## src/tx_test_cfg.svh

```systemverilog
// constants for the transmit test-mode generator
`ifndef TX_TEST_CFG_SVH
`define TX_TEST_CFG_SVH
`define CLK_PERIOD_NS 10
`define SYMBOL_PERIOD_NS 8
`define SYMBOL_CYCLES ((`SYMBOL_PERIOD_NS / `CLK_PERIOD_NS) < 1 ? 1 : (`SYMBOL_PERIOD_NS / `CLK_PERIOD_NS))
`define MODE_FIELD_W 3
`define MODE_NORMAL 3'h0
`define MODE_TEST1 3'h1
`define MODE_TEST2 3'h2
`define MODE_TEST3 3'h3
`define MODE_TEST4 3'h4
`define SCR_W 11
`define SCR_TAP_A 8
`define SCR_TAP_B 10
`define SCR_SEED 11'h7FF
`define SYM_POS2 3'h2
`define SYM_NEG2 3'h6
`define SYM_ZERO 3'h0
`define SYM_POS1 3'h1
`define SYM_NEG1 3'h7
`define T1_DEPTH 16
`endif

```

## src/tx_test_pkg.sv

```systemverilog
// types for the transmit test-mode generator
package tx_test_pkg;
  // one quinary symbol, two's complement -2..+2
  typedef logic [2:0] symbol_type;
  // symbols for the four transmitters
  typedef struct packed {
    symbol_type pair_d;
    symbol_type pair_c;
    symbol_type pair_b;
    symbol_type pair_a;
  } symbol_quad_type;
  // transmit source selection, one-hot
  typedef enum logic [4:0] {
    MODE_NORMAL_SEL = 5'b00001,
    MODE_T1_SEL = 5'b00010,
    MODE_T2_SEL = 5'b00100,
    MODE_T3_SEL = 5'b01000,
    MODE_T4_SEL = 5'b10000
  } mode_type;
endpackage

```

## src/tx_test_mode_generator.sv

```systemverilog
// transmit test-mode symbol generator for a four-pair physical_layer_device
`timescale 1ns/10ps
`default_nettype none
`include "tx_test_cfg.svh"

// Function
// - With management present, a three-bit control field picks the test mode.
// - Test modes swap the symbols fed to the transmit path and also force the timing role.
// - Without management, pins offer another way to turn test modes on.
// - Mode 1 sends its fixed sequence nonstop on all four transmitters.
// - Mode 1 runs on the local symbol timing with master timing.
// - Mode 2 repeats +2 then -2 on all four channels.
// - Mode 2 runs on the local symbol timing with master timing.
// - Mode 3 repeats +2 then -2 on all four channels with slave timing.
// - Mode 4 sends symbols derived from the scrambler instead of data.
// - Mode 4 forms three bit streams from scrambler bits and maps them.
// - The mode 4 shift register steps once per symbol period.
// - Mode 4 drives the same symbol to all four transmitters at once.
// - Mode 4 runs on the local symbol timing with master timing.
// - The symbol clock that times transmission is brought out.
// - A control turns the symbol clock output on when needed.
module tx_test_mode_generator #(
  parameter bit HAS_MGMT = 1'b1,
  parameter int T1_DEPTH = `T1_DEPTH
) (
  input wire logic clk,
  input wire logic rst_n,
  input wire logic [`MODE_FIELD_W-1:0] mgmt_test_mode,
  input wire logic pin_test_mode_enable,
  input wire logic [`MODE_FIELD_W-1:0] pin_test_mode_select,
  input wire logic pin_clock_out_enable,
  input wire logic normal_timing_master,
  input wire tx_test_pkg::symbol_quad_type normal_symbols,
  output tx_test_pkg::symbol_quad_type tx_symbols,
  output logic timing_master,
  output logic test_active,
  output logic mode_reserved,
  output logic tx_symbol_clock_out
);
  import tx_test_pkg::*;

  localparam int SYM_CYC = `SYMBOL_CYCLES;
  localparam int CNT_W = (SYM_CYC > 1) ? $clog2(SYM_CYC) : 1;
  localparam int IDX_W = (T1_DEPTH > 1) ? $clog2(T1_DEPTH) : 1;

  // mode field to one-hot source, reserved codes fall back to normal
  function automatic mode_type decode_mode(
    input logic [`MODE_FIELD_W-1:0] field
  );
    case (field)
      `MODE_TEST1: decode_mode = MODE_T1_SEL;
      `MODE_TEST2: decode_mode = MODE_T2_SEL;
      `MODE_TEST3: decode_mode = MODE_T3_SEL;
      `MODE_TEST4: decode_mode = MODE_T4_SEL;
      default: decode_mode = MODE_NORMAL_SEL;
    endcase
  endfunction

  // three scrambler streams to one quinary symbol
  function automatic symbol_type map_quinary(input logic [2:0] xbits);
    case (xbits)
      3'h0: map_quinary = `SYM_ZERO;
      3'h1: map_quinary = `SYM_POS1;
      3'h2: map_quinary = `SYM_POS2;
      3'h3: map_quinary = `SYM_NEG1;
      3'h4: map_quinary = `SYM_ZERO;
      3'h5: map_quinary = `SYM_POS1;
      3'h6: map_quinary = `SYM_NEG2;
      default: map_quinary = `SYM_NEG1;
    endcase
  endfunction

  // mode 1 pattern table
  function automatic symbol_type t1_entry(input logic [IDX_W-1:0] idx);
    case (idx)
      4'h0: t1_entry = `SYM_POS2;
      4'h4: t1_entry = `SYM_NEG2;
      4'h8: t1_entry = `SYM_POS1;
      4'hC: t1_entry = `SYM_NEG1;
      default: t1_entry = `SYM_ZERO;
    endcase
  endfunction

  // pin inputs pass two flip-flops
  logic [4:0] pin_meta;
  logic [4:0] pin_sync;
  always_ff @(posedge clk or negedge rst_n)
  begin
    if (!rst_n)
    begin
      pin_meta <= 5'h00;
      pin_sync <= 5'h00;
    end
    else
    begin
      pin_meta <= {pin_clock_out_enable, pin_test_mode_enable,
                   pin_test_mode_select};
      pin_sync <= pin_meta;
    end
  end

  logic [`MODE_FIELD_W-1:0] field;
  logic clock_out_en;
  // field source: management or pins
  always_comb
  begin
    if (HAS_MGMT)
      field = mgmt_test_mode;
    else
      field = pin_sync[3] ? pin_sync[2:0] : `MODE_NORMAL;
    clock_out_en = pin_sync[4];
  end

  // state
  mode_type mode;
  logic [CNT_W-1:0] sym_cnt;
  logic sym_en;
  logic [IDX_W-1:0] t1_idx;
  logic alt_phase;
  logic [`SCR_W-1:0] scr;
  logic sym_clk;
  mode_type next_mode;
  logic [CNT_W-1:0] next_sym_cnt;
  logic [IDX_W-1:0] next_t1_idx;
  logic next_alt_phase;
  logic [`SCR_W-1:0] next_scr;
  logic next_sym_clk;
  symbol_quad_type next_tx_symbols;
  logic next_timing_master;
  symbol_type test_sym;
  logic next_test_active;
  logic next_mode_reserved;
  logic next_clock_out;

  // symbol enable divider and pattern sequencers
  always_comb
  begin
    next_mode = decode_mode(field);
    sym_en = (sym_cnt == CNT_W'(SYM_CYC - 1));
    next_sym_cnt = sym_en ? '0 : sym_cnt + 1'b1;
    next_t1_idx = t1_idx;
    next_alt_phase = alt_phase;
    next_scr = scr;
    // symbol clock keeps toggling across mode changes
    next_sym_clk = sym_en ? ~sym_clk : sym_clk;
    if (next_mode != mode)
    begin
      next_t1_idx = '0;
      next_alt_phase = 1'b0;
      next_scr = `SCR_SEED;
    end
    else if (sym_en)
    begin
      if (t1_idx == IDX_W'(T1_DEPTH - 1))
        next_t1_idx = '0;
      else
        next_t1_idx = t1_idx + 1'b1;
      next_alt_phase = ~alt_phase;
      if (mode == MODE_T4_SEL)
        next_scr = {scr[`SCR_W-2:0],
                    scr[`SCR_TAP_A] ^ scr[`SCR_TAP_B]};
    end
  end

  // symbol selection and timing role
  always_comb
  begin
    test_sym = `SYM_ZERO;
    next_tx_symbols = tx_symbols;
    next_timing_master = normal_timing_master;
    unique case (mode)
      MODE_NORMAL_SEL: test_sym = `SYM_ZERO;
      MODE_T1_SEL: test_sym = t1_entry(t1_idx);
      MODE_T2_SEL: test_sym = alt_phase ? `SYM_NEG2 : `SYM_POS2;
      MODE_T3_SEL: test_sym = alt_phase ? `SYM_NEG2 : `SYM_POS2;
      MODE_T4_SEL: test_sym = map_quinary({scr[2] ^ scr[6],
                                 scr[1] ^ scr[4], scr[0]});
    endcase
    if (mode == MODE_T3_SEL)
      next_timing_master = 1'b0;
    else if (mode != MODE_NORMAL_SEL)
      next_timing_master = 1'b1;
    if (sym_en)
    begin
      if (mode == MODE_NORMAL_SEL)
        next_tx_symbols = normal_symbols;
      else
        next_tx_symbols = '{test_sym, test_sym, test_sym, test_sym};
    end
    next_test_active = (next_mode != MODE_NORMAL_SEL);
    next_mode_reserved = (field > `MODE_TEST4);
    next_clock_out = next_sym_clk & clock_out_en;
  end

  // registers
  always_ff @(posedge clk or negedge rst_n)
  begin
    if (!rst_n)
    begin
      mode <= MODE_NORMAL_SEL;
      sym_cnt <= '0;
      t1_idx <= '0;
      alt_phase <= 1'b0;
      scr <= `SCR_SEED;
      sym_clk <= 1'b0;
      tx_symbols <= '0;
      timing_master <= 1'b0;
      test_active <= 1'b0;
      mode_reserved <= 1'b0;
      tx_symbol_clock_out <= 1'b0;
    end
    else
    begin
      mode <= next_mode;
      sym_cnt <= next_sym_cnt;
      t1_idx <= next_t1_idx;
      alt_phase <= next_alt_phase;
      scr <= next_scr;
      sym_clk <= next_sym_clk;
      tx_symbols <= next_tx_symbols;
      timing_master <= next_timing_master;
      test_active <= next_test_active;
      mode_reserved <= next_mode_reserved;
      tx_symbol_clock_out <= next_clock_out;
    end
  end
endmodule // tx_test_mode_generator
`default_nettype wire

```

## config.mk

```make
export PLATFORM = sky130hd
export DESIGN_NAME = tx_test_mode_generator
export DESIGN_NICKNAME = d
export VERILOG_FILES = /design/src/tx_test_pkg.sv /design/src/tx_test_mode_generator.sv
export VERILOG_INCLUDE_DIRS = /design/src
export SDC_FILE = /design/constraint.sdc
export NUM_CORES = 1
export LEC_CHECK = 0
export ABC_AREA = 1
export ABC_CLOCK_PERIOD_IN_PS = 1400
export BUFFER_PORTS_ARGS = -buffer_cell sky130_fd_sc_hd__buf_4
export CAP_MARGIN = 20
export CELL_PAD_IN_SITES_DETAIL_PLACEMENT = 1
export CELL_PAD_IN_SITES_GLOBAL_PLACEMENT = 1
export CORE_ASPECT_RATIO = 0.8
export CORE_MARGIN = 2
export CORE_UTILIZATION = 34
export CTS_CLUSTER_DIAMETER = 150
export DETAILED_ROUTE_END_ITERATION = 6
export GPL_ROUTABILITY_DRIVEN = 0
export PLACE_DENSITY = 0.75
export SLEW_MARGIN = 5
export SYNTH_ARGS = -nofsm -noshare
export SYNTH_HDL_FRONTEND = slang
export SYNTH_SLANG_ARGS = --single-unit
export TNS_END_PERCENT = 30
```

## constraint.sdc

```tcl
create_clock -name clk -period 1.4 [get_ports clk]
set_input_delay 0.07 -clock clk [delete_from_list [all_inputs] [get_ports clk]]
set_output_delay 0.07 -clock clk [all_outputs]
set_load 0.01 [all_outputs]
```

* After elaboration in Yosys (flattened, before gate mapping)
Cells that the tools add are included.
** Storage, ports and cells
- Flip-flop bits (word level) :: 49
- Bits of input ports :: 23
- Output and inout port bits :: 16
- Logic and storage cells :: 72
** Cells by class
- $add $sub $neg :: 2
- $lt $le $gt $ge :: 1
- Eq/ne operators :: 22
- Mux-type cells :: 18
- Bitwise logic cells :: 6
- Reductions and logical operators :: 7
** Operators by type and width (count)
- 11-bit 2-to-1 mux :: 3
- 3-bit one-hot mux with 4 select lines :: 2
- 5-bit one-hot mux with 4 select lines :: 1
- 3-bit == test (second input constant) :: 4
- 4-bit == test (second input constant) :: 3
- 12-bit 2-to-1 mux :: 1
- 4-bit 2-to-1 mux :: 3
- 5-bit by 1-bit inequality test with 1-bit output (second input constant) :: 2
- 3-bit by 2-bit == test with 1-bit output (second input constant) :: 3
- 3-bit one-hot mux with 3 select lines :: 1
- 3-bit by 1-bit == test with 1-bit output (second input constant) :: 2
- 1-bit 2-to-1 mux :: 6
- 2-bit OR reduction :: 3
- 5-bit by 1-bit == test with 1-bit output (second input constant) :: 1
- 5-bit by 2-bit == test with 1-bit output (second input constant) :: 1
- 5-bit by 3-bit == test with 1-bit output (second input constant) :: 1
- 5-bit by 4-bit == test with 1-bit output (second input constant) :: 1
- 5-bit == test (second input constant) :: 1
- 5-bit inequality test :: 1
- 4-bit by 1-bit adder with 4-bit output (second input constant) :: 1
- 4-bit by 3-bit == test with 1-bit output (second input constant) :: 1
- 4-bit logical NOT :: 1
- 3-bit greater-than comparator (second input constant) :: 1
- 3-bit logical NOT :: 1
- other kinds (8) :: 11

* Depth between registers and ports, before layout
Gate-level depths: netlist of run 1.
- Depth after elaboration :: 6
- Depth in mapped cells :: 8
- Gate-level depth less buffers :: 8

* Least setup slack after synthesis of run 1
Ideal clock, no wire load.
- Path type :: register -> register
- Start point :: reg mode[0]
- End point :: reg tx_symbols[0] in the netlist's numbering
- Library setup time :: 65 ps
- Arrival :: 1176 ps
- Required time :: 1335 ps
- Setup slack :: 159 ps
- Cell stages (with the launch flop) :: 9
- Path buffers :: 0
- Period minus slack after synthesis :: 1241 ps
- Cells stage by stage :: dfstp_2 inv_1 nand2_1 nor2_1 nand2_1 nand2_1 o21ai_0 nand2_1 nand2_1
** Between the ends
- Cells in the longest elaborated chain, start to end :: 4
- Elaborated cells between the ends (all ways) :: 8
- Those cells by class :: eq/ne (5); mux (2); reduce/logical (1)
** Ends and longest elaborated chain
- from (decl) :: line tx_test_mode_generator.sv:115 : mode_type mode;
- from (signal assigned) :: line tx_test_mode_generator.sv:214 : mode <= next_mode;
- 5-bit by 4-bit == test with 1-bit output or 5-bit by 3-bit == test with 1-bit output (tied branches) :: line tx_test_mode_generator.sv:171 : unique case (mode)
- 2-bit OR reduction (no line)
- 3-bit one-hot mux with 3 select lines :: line tx_test_mode_generator.sv:171
- 12-bit 2-to-1 mux * :: line tx_test_mode_generator.sv:185 : if (mode == MODE_NORMAL_SEL)
- to (signal assigned) :: line tx_test_mode_generator.sv:220 : tx_symbols <= next_tx_symbols;
- to (decl) :: line tx_test_mode_generator.sv:34 : output tx_test_pkg::symbol_quad_type tx_symbols,
Mark *: on every way between the ends. The rest lies on a longest branch, timed or not.
A chain may end at the register's enable or synchronous reset.

* Worst setup path in the final report of run 1
- Start point :: reg mode[3]
- End point :: reg tx_symbols[9] in the netlist's numbering
The elaborated chain is that of the path after synthesis.

==> results of run 1 <==
state kept, by name, indices dropped and copies added (netlist names):
| name | count |
|---|---|
| scr | 11 |
| mode_reserved | 1 |
| tx_symbols | 12 |
| pin_meta | 1 |
| timing_master | 1 |
| pin_sync | 1 |
| alt_phase | 1 |
| mode | 5 |
| t1_idx | 4 |
| sym_clk | 1 |
| test_active | 1 |
| tx_symbol_clock_out | 1 |
per-stage QoR:
stage / setup slack [ps] / hold slack (ps)
after detailed placement: -57.8 / 80.8
after global placement: 43.5 / 79.8
after CTS: -11.2 / 9.06
after global routing: -40.7 / 19.1
final: 72.8 / 15.5
after floorplan: 159 / -226
worst reg2reg max path, stage by stage, from the launching register on:
cell and delay, ps:
sky130_fd_sc_hd__dfrtp_1 410, sky130_fd_sc_hd__buf_4 160, sky130_fd_sc_hd__inv_1 70, sky130_fd_sc_hd__nand2_1 60, sky130_fd_sc_hd__nand2_1 100, sky130_fd_sc_hd__nand2_1 100
sky130_fd_sc_hd__nand2_1 90, sky130_fd_sc_hd__o21ai_2 60, sky130_fd_sc_hd__nand2_2 110, sky130_fd_sc_hd__nand2_1 70
final timing paths:
path | to | slack, ps | depth (start not counted)
worst max-delay path | tx_symbols[9] | 70 | 9
worst min-delay path | tx_symbols[4] | 20 | 3
worst max register to register | tx_symbols[9] | 70 | 9
worst min register to register | pin_sync[4] | 370 | 0
max in group asynchronous | mode[2] | 740 | 2
min in group asynchronous | t1_idx[1] | 290 | 2
power by group:
group / total, mW / switching [mW] / internal, mW
Combinational: 0.507 / 0.264 / 0.243
Sequential: 1.26 / 0.0317 / 1.23
Clock: 0.781 / 0.433 / 0.348
Total: 2.55 / 0.729 / 1.82
final cells by class:
class / instances / area share [%]
flip-flops and latches: 40 / 39.6
well taps: 65 / 3.17
clock buffers: 5 / 2.68
inverters: 30 / 4.38
repair buffers: 62 / 21.2
multi-input cells: 138 / 28.2
clock inverters: 3 / 0.731
what timing repair did:
item | 4_1_cts | 5_1_grt
pin swaps | 1 | 6
resized for setup | 4 | 15
gates cloned | 0 | 0
setup endpoints to repair | 8 | 28
hold buffers | 14 | 0
setup buffers | 1 | 4
hold endpoints to repair | 41 | 0
kinds of logic after synthesis:
family	after synthesis	synth area share (%)
DFF	40	54.9
AOI/OAI and AO/OA	12	3.45
xor gates and xnor gates	3	1.42
adders and majority gates	3	2.03
and+or+nand+nor	120	29.5
buffers and inverters	35	8.72
per-layer routing:
metal	up-vias	global-route usage [%]	routed length [µm]
li1	794	-	-
met1	810	22.0	2070
met2	20	26.6	2400
met3	8	3.19	101
met4	0	6.77	88
met5	-	0	0
layout by cell type, fill, tap and decap left out, types with 2 or more instances in the layout:
master	netlist	routed
sky130_fd_sc_hd__nand3_1	13	13
sky130_fd_sc_hd__nor2_4	2	4
sky130_fd_sc_hd__buf_6	3	2
sky130_fd_sc_hd__buf_12	0	3
sky130_fd_sc_hd__nor2_1	11	9
sky130_fd_sc_hd__dfrtp_1	28	27
sky130_fd_sc_hd__dlygate4sd3_1	0	14
sky130_fd_sc_hd__o21ai_0	8	6
sky130_fd_sc_hd__nand4_1	14	14
sky130_fd_sc_hd__dfstp_2	12	12
sky130_fd_sc_hd__o21ai_2	0	2
sky130_fd_sc_hd__buf_4	2	43
sky130_fd_sc_hd__nor2_2	3	3
sky130_fd_sc_hd__xor2_1	2	2
sky130_fd_sc_hd__inv_1	28	27
sky130_fd_sc_hd__nand2_1	71	67
sky130_fd_sc_hd__nand2_4	0	2
sky130_fd_sc_hd__ha_1	3	3
sky130_fd_sc_hd__nand2_2	4	6
sky130_fd_sc_hd__inv_2	2	3
sky130_fd_sc_hd__clkinv_2	0	2
sky130_fd_sc_hd__clkbuf_8	0	5
sky130_fd_sc_hd__o21ai_1	2	2
==> flow_metrics.env, run 1 <==
export IMPL_first_iter_violations=63
export IMPL_count_of_flip_flops_with_a_built_in_enable_after_synthesis=0
export IMPL_die_w_um=86.5
export IMPL_floorplan_initialDensity_pct=34.6
export IMPL_max_slew_margin_pct=65.9
export IMPL_worstSkewPairLatency_ps=300
export IMPL_worstPathArrival_ps=1520
export IMPL_ys_seq_elements=40
export IMPL_finClkSkew_ps=3.83
export IMPL_antenna_found_initial=0
export IMPL_synth_cell_type_count=21
export IMPL_outcome="completed"
export IMPL_antenna_left=0
export IMPL_clk_transition_reported_paths_ps=80
export IMPL_grtUsageTotal_pct=16.6
export IMPL_chipHeight_um=70.0
export IMPL_finish_utilization_pct=48.1
export IMPL_die_area_um2=6060
export IMPL_syn_nets=239
export IMPL_reg2reg_from="mode[3]"
export IMPL_critPathMaxStageDelay_ps=410
export IMPL_pin_count_of_the_biggest_net_entering_global_routing=41
export IMPL_slew_at_the_pin_closest_to_its_max_slew_limit_ps=512
export IMPL_clk_path_buf_depth=2
export IMPL_min_path_type="in -> reg"
export IMPL_cts_root_buffer_cell="sky130_fd_sc_hd__clkbuf_8"
export IMPL_portion_of_the_post_synthesis_area_used_by_sequential_elements_pct=54.9
export IMPL_viasPerCell=4.76
export IMPL_global_route_wire_length_before_repair_mm=7.72
export IMPL_worstPathRequired_ps=1590
export IMPL_worst_setup_path_type="reg -> reg"
export IMPL_crit_path_top_delay_cell="sky130_fd_sc_hd__dfrtp_1"
export IMPL_max_freq_mhz=753
export IMPL_synth_warnings=0
export IMPL_netlist_area_um2=1850
export IMPL_pwr_density_cell_nw_per_um2=991
export IMPL_grt_pass1_vias=1660
export IMPL_critPathMostFrequentCell="sky130_fd_sc_hd__nand2_1"
export IMPL_sequential_cell_area_um2=1020
export IMPL_num_vias=1632
export IMPL_synth_top_area_share_pct=37.8
export IMPL_nets=303
export IMPL_finalMaxSlewViolations=0
export IMPL_cap_violations=0
export IMPL_post_synth_top_area_cell="sky130_fd_sc_hd__dfrtp_1"
export IMPL_cp_top_family="simple AND/OR/NAND/NOR gates"
export IMPL_min_period_ps=1330
export IMPL_synthMostInstantiatedCell="sky130_fd_sc_hd__nand2_1"
export IMPL_firstDrtPassIters=6
export IMPL_worstSetupStartpointType="flip-flop"
export IMPL_dpl_cell_area_um2=2240
export IMPL_setup_violations_final=0
export IMPL_netlist_instances=213
export IMPL_ys_top_cells_by_area="sky130_fd_sc_hd__dfrtp_1 38%, sky130_fd_sc_hd__dfstp_2 17%, sky130_fd_sc_hd__nand2_1 14%, sky130_fd_sc_hd__inv_1 5.7%, sky130_fd_sc_hd__nand4_1 4.7%"
export IMPL_std_cell_rows=24
export IMPL_list_of_cells_traversed_by_the_critical_path="buf_4, inv_1, nand2_1, nand2_1, nand2_1, nand2_1, o21ai_2, nand2_2, nand2_1"
export IMPL_finalPower_mw=2.55
export IMPL_crit_fanout=4
export IMPL_ir_worst_vdd_uv=379
export IMPL_tritoncts="yes"
export IMPL_residual_drc=0
export IMPL_dpl_hpwl_mm=3.19
export IMPL_multi_input_area_um2=724
export IMPL_timing_final_crit_share_pct=94.8
export IMPL_floorplan_core_area_um2=5350
export IMPL_stdcell_count=343
export IMPL_synthToLayoutAreaGrowth_pct=38.7
export IMPL_worst_path_buf_inv=2
export IMPL_tns_ps=0
export IMPL_dpl_cell_count=316
export IMPL_final_layout_size_suffix_gt1_share_pct=32.7
export IMPL_n_fill_cell=623
export IMPL_global_route_overflow_total=0
export IMPL_netlist_top_cells_count="71 x sky130_fd_sc_hd__nand2_1, 28 x sky130_fd_sc_hd__dfrtp_1, 28 x sky130_fd_sc_hd__inv_1"
export IMPL_ctsHtreeMaxLevel=2
export IMPL_avgRoutedWirePerCell_um=13.6
export IMPL_cts_sinks=40
export IMPL_hold_viol_final=0
export IMPL_startpoint="mode[3]"
export IMPL_synthArstFlopShare_pct=100
export IMPL_finish_instance_area_um2=2570
export IMPL_placement_io_buffers=34
export IMPL_pin_count=39
export IMPL_synth_ff_type="sky130_fd_sc_hd__dfrtp_1"
export IMPL_totalWireLength_mm=4.66
export IMPL_insertedDiodeCount=0
export IMPL_static_leakage_power_nw=1.38
export IMPL_hold_start="normal_symbols[4]"
export IMPL_syn_avg_cell_area_um2=8.69
export IMPL_worst_setup_path_end_kind="flip-flop"
export IMPL_tritoncts_num_buffers=5
No activity file was read; power rests on OpenSTA's default activity.
==> inputs of run 2 (changes only) <==
--- a/config.mk
+++ b/config.mk
@@ -6,8 +6,7 @@
 export SDC_FILE = /design/constraint.sdc
 export NUM_CORES = 1
 export LEC_CHECK = 0
-export ABC_AREA = 1
-export ABC_CLOCK_PERIOD_IN_PS = 1400
+export ABC_CLOCK_PERIOD_IN_PS = 1650
 export BUFFER_PORTS_ARGS = -buffer_cell sky130_fd_sc_hd__buf_4
 export CAP_MARGIN = 20
 export CELL_PAD_IN_SITES_DETAIL_PLACEMENT = 1
@@ -18,7 +17,7 @@
 export CTS_CLUSTER_DIAMETER = 150
 export DETAILED_ROUTE_END_ITERATION = 6
 export GPL_ROUTABILITY_DRIVEN = 0
-export PLACE_DENSITY = 0.75
+export PLACE_DENSITY = 0.72
 export SLEW_MARGIN = 5
 export SYNTH_ARGS = -nofsm -noshare
 export SYNTH_HDL_FRONTEND = slang
==> constraint.sdc (replaced) <==
create_clock -name clk -period 1.65 [get_ports clk]
set_input_delay 0.0825 -clock clk [delete_from_list [all_inputs] [get_ports clk]]
set_output_delay 0.0825 -clock clk [all_outputs]
set_load 0.01 [all_outputs]
==> flow_metrics.env, run 2 <==
export IMPL_grt_setup_unrepaired="true"
export IMPL_synthMostInstantiatedCell="sky130_fd_sc_hd__dfrtp_1"
export IMPL_tritoncts_num_buffers=5
export IMPL_hold_start="normal_symbols[6]"
export IMPL_ir_worst_vdd_uv=373
export IMPL_chipHeight_um=72.4
export IMPL_placement_io_buffers=34
export IMPL_crit_fanout=6
export IMPL_cap_violations=0
export IMPL_setup_ws_ps=43.6
export IMPL_clk_path_buf_depth=2
export IMPL_stdcell_count=298
export IMPL_viasPerCell=4.94
export IMPL_reg_largest_list="tx_symbols: 12 flops, scr: 11 flops, mode: 5 flops"
export IMPL_nets=245
export IMPL_min_period_ps=1610
export IMPL_syn_nets=200
export IMPL_hold_end="tx_symbols[6]"
export IMPL_hold_viol_final=0
export IMPL_dpl_cell_count=284
export IMPL_dpl_hpwl_mm=3.15
export IMPL_ys_seq_elements=40
export IMPL_p_comb_share_pct=18.5
export IMPL_outcome="completed"
export IMPL_first_iter_violations=43
export IMPL_std_cell_rows=24
export IMPL_floorplan_initialDensity_pct=35.8
export IMPL_setup_violations_final=0
export IMPL_antenna_left=0
export IMPL_pwr_density_cell_nw_per_um2=885
export IMPL_totalWireLength_mm=4.45
export IMPL_final_layout_size_suffix_gt1_share_pct=42.3
export IMPL_synth_ff_type="sky130_fd_sc_hd__dfrtp_1"
export IMPL_tritoncts="yes"
export IMPL_insertedDiodeCount=0
export IMPL_antenna_found_initial=0
export IMPL_die_area_um2=6480
export IMPL_grt_pass1_vias=1496
export IMPL_count_of_flip_flops_with_a_built_in_enable_after_synthesis=0
export IMPL_tns_ps=0
export IMPL_pin_count=39
export IMPL_finalMaxSlewViolations=0
export IMPL_critPathMaxStageDelay_ps=430
export IMPL_power_internal_mw=1.69
export IMPL_firstDrtPassIters=4
export IMPL_global_route_wire_length_before_repair_mm=7.22
export IMPL_post_synth_top_area_cell="sky130_fd_sc_hd__dfrtp_1"
export IMPL_largest_register_ff_count=12
export IMPL_pin_count_of_the_biggest_net_entering_global_routing=41
export IMPL_critPathMostFrequentCell="sky130_fd_sc_hd__o221ai_2"
export IMPL_synthToLayoutAreaGrowth_pct=28.3
export IMPL_worst_hold_path_num_cells=2
export IMPL_static_leakage_power_nw=1.15
export IMPL_netlist_area_um2=1990
export IMPL_finClkSkew_ps=6.08
export IMPL_netSwitchingPower_mw=0.565
export IMPL_reg_power_share_pct=47.5
export IMPL_timing_final_crit_share_pct=97.4
export IMPL_worstPathArrival_ps=1770
export IMPL_synth_cell_type_count=45
export IMPL_synthArstFlopShare_pct=100
export IMPL_reg2reg_from="mode[0]"
export IMPL_die_w_um=89.5
export IMPL_largest_reg_by_ff_count="tx_symbols"
export IMPL_worst_reg2reg_path_length_in_cells=5
export IMPL_slew_at_the_pin_closest_to_its_max_slew_limit_ps=494
export IMPL_floorplan_core_area_um2=5560
export IMPL_worstSkewPairLatency_ps=280
export IMPL_ys_top_cells_by_area="sky130_fd_sc_hd__dfrtp_1 35%, sky130_fd_sc_hd__dfstp_2 16%, sky130_fd_sc_hd__o211ai_2 6.3%, sky130_fd_sc_hd__mux2i_1 4.5%, sky130_fd_sc_hd__a21oi_1 3.0%"
export IMPL_grtUsageTotal_pct=14.4
export IMPL_residual_drc=0
export IMPL_netlist_top_cells_count="28 x sky130_fd_sc_hd__dfrtp_1, 12 x sky130_fd_sc_hd__a21oi_1, 12 x sky130_fd_sc_hd__dfstp_2"
export IMPL_global_route_overflow_total=0
export IMPL_list_of_cells_traversed_by_the_critical_path="clkbuf_2, or3b_1, o221ai_2, o221ai_2, o21a_1"
export IMPL_max_freq_mhz=623
export IMPL_crit_path_top_delay_cell="sky130_fd_sc_hd__dfstp_2"
export IMPL_timing_rr_end="tx_symbols[10]"
export IMPL_synth_warnings=0
export IMPL_pwr_share_clk_pct=33.9
export IMPL_clk_transition_reported_paths_ps=80
export IMPL_placement_setup_worst_slack_ps=5.29
export IMPL_r2r_slack_ps=40
export IMPL_worstPathRequired_ps=1820
export IMPL_worst_setup_path_end_kind="flip-flop"
export IMPL_portion_of_the_post_synthesis_area_used_by_sequential_elements_pct=51.1
export IMPL_n_fill_cell=605
export IMPL_syn_avg_cell_area_um2=11.4
export IMPL_worstSetupStartpointType="flip-flop"
export IMPL_worst_setup_path_type="reg -> reg"
export IMPL_max_slew_margin_pct=67.1
export IMPL_synth_top_area_share_pct=35.2
export IMPL_min_path_type="in -> reg"
export IMPL_cts_root_buffer_cell="sky130_fd_sc_hd__clkbuf_8"
export IMPL_netlist_instances=174
export IMPL_avgRoutedWirePerCell_um=14.9
export IMPL_net_sw_share_pct=25.0
export IMPL_final_cell_mix="45 x sky130_fd_sc_hd__buf_4, 26 x sky130_fd_sc_hd__dfrtp_1, 12 x sky130_fd_sc_hd__a21oi_1, 12 x sky130_fd_sc_hd__dfstp_2"
export IMPL_num_vias=1472
export IMPL_ctsHtreeMaxLevel=2
export IMPL_cts_sinks=40
export IMPL_mostFrequentLayoutCell="sky130_fd_sc_hd__buf_4"
==> run 2: changes by cell type after synthesis, sizes merged, moves of 5 or more <==
cell,previous run,this run
o21a,0,8
a21oi,0,12
nand2,75,4
nor2b,0,6
nor2,16,10
nand3,15,0
buf,5,11
nand4,14,0
mux2i,0,9
inv,30,7
o211ai,1,13
nor3,0,5
==> run 2: final cells by class <==
class	count	area, µm²	area share, %
sequential	40	1020	39.9
multi-input combinational	116	920	36.0
timing repair buffer	49	383	15.0
tap	78	97.6	3.82
clock buffer	6	72.6	2.84
clock inverter	2	35.0	1.37
inverter	7	26.3	1.03
==> run 2: worst max-delay path by stage <==
| stage | depth (start not counted) | endpoint | startpoint | slack (ps) |
|---|---|---|---|---|
| finish | 5 | tx_symbols[10] | mode[0] | 40 |
| global placement | 6 | scr[6] | mode[3] | 3 |
| global route | 5 | scr[6] | mode[0] | -30 |
| floorplan | 6 | scr[10] | mode[0] | 60 |
| CTS | 5 | scr[6] | mode[0] | 9 |
| detailed placement | 4 | tx_symbols[10] | mode[3] | 5 |
==> run 2: metal layers <==
layer	GRT usage, %	part of all wire (%)	up-vias
met2	21.2	44	24
li1	-	-	720
met5	0	0	-
met3	3.07	2.7	2
met4	3.98	0.90	0
met1	21.5	53	726
==> run 2: worst max-delay path: cells and delay by family (launching register included) <==
kind	cells	cell delay [ps]
flip-flops	1	430
AND/OR/NAND/NOR	1	430
buffers and inverters	1	180
AO/OA/AOI/OAI	3	460
==> run 2: stage by stage <==
| stage | power [mW] | hold slack, ps | cell area, µm² | utilization [%] |
|---|---|---|---|---|
| 2_1_floorplan | 1.30 | -213 | 1990 | - |
| 3_3_place_gp | 1.47 | 90.1 | 2350 | 42.3 |
| 3_5_place_dp | 1.48 | 89.0 | 2350 | 42.3 |
| 4_1_cts | 2.27 | 5.45 | 2490 | 44.8 |
| 5_1_grt | 2.37 | 10.2 | 2550 | 45.9 |
| 6_report | 2.26 | 12.8 | 2550 | 45.9 |
==> run 2: timing repair <==
| action | CTS | global route |
|---|---|---|
| hold buffers | 2 | 0 |
| endpoints found under the setup margin | 8 | 23 |
| buffers inserted | 0 | 4 |
| pin swaps | 0 | 2 |
| hold endpoints to repair | 29 | 0 |
| gates resized for setup | 2 | 9 |
==> run 2: logic make-up after synthesis <==
logic type	share of synthesized area (%)
compound gates	21.8
simple gates	13.2
flops	51.1
buf+inv	4.84
mux	4.53
xor+xnor	2.64
fa+ha+maj	1.89
==> run 2: power by group through the flow <==
stage / clock, mW / sequential [mW] / combinational, mW
final: 0.767 / 1.07 / 0.418
after global routing: 0.833 / 1.08 / 0.460
after CTS: 0.801 / 1.07 / 0.397
after detailed placement: 0 / 1.09 / 0.387
after global placement: 0 / 1.09 / 0.382
after floorplan: 0 / 1.10 / 0.199
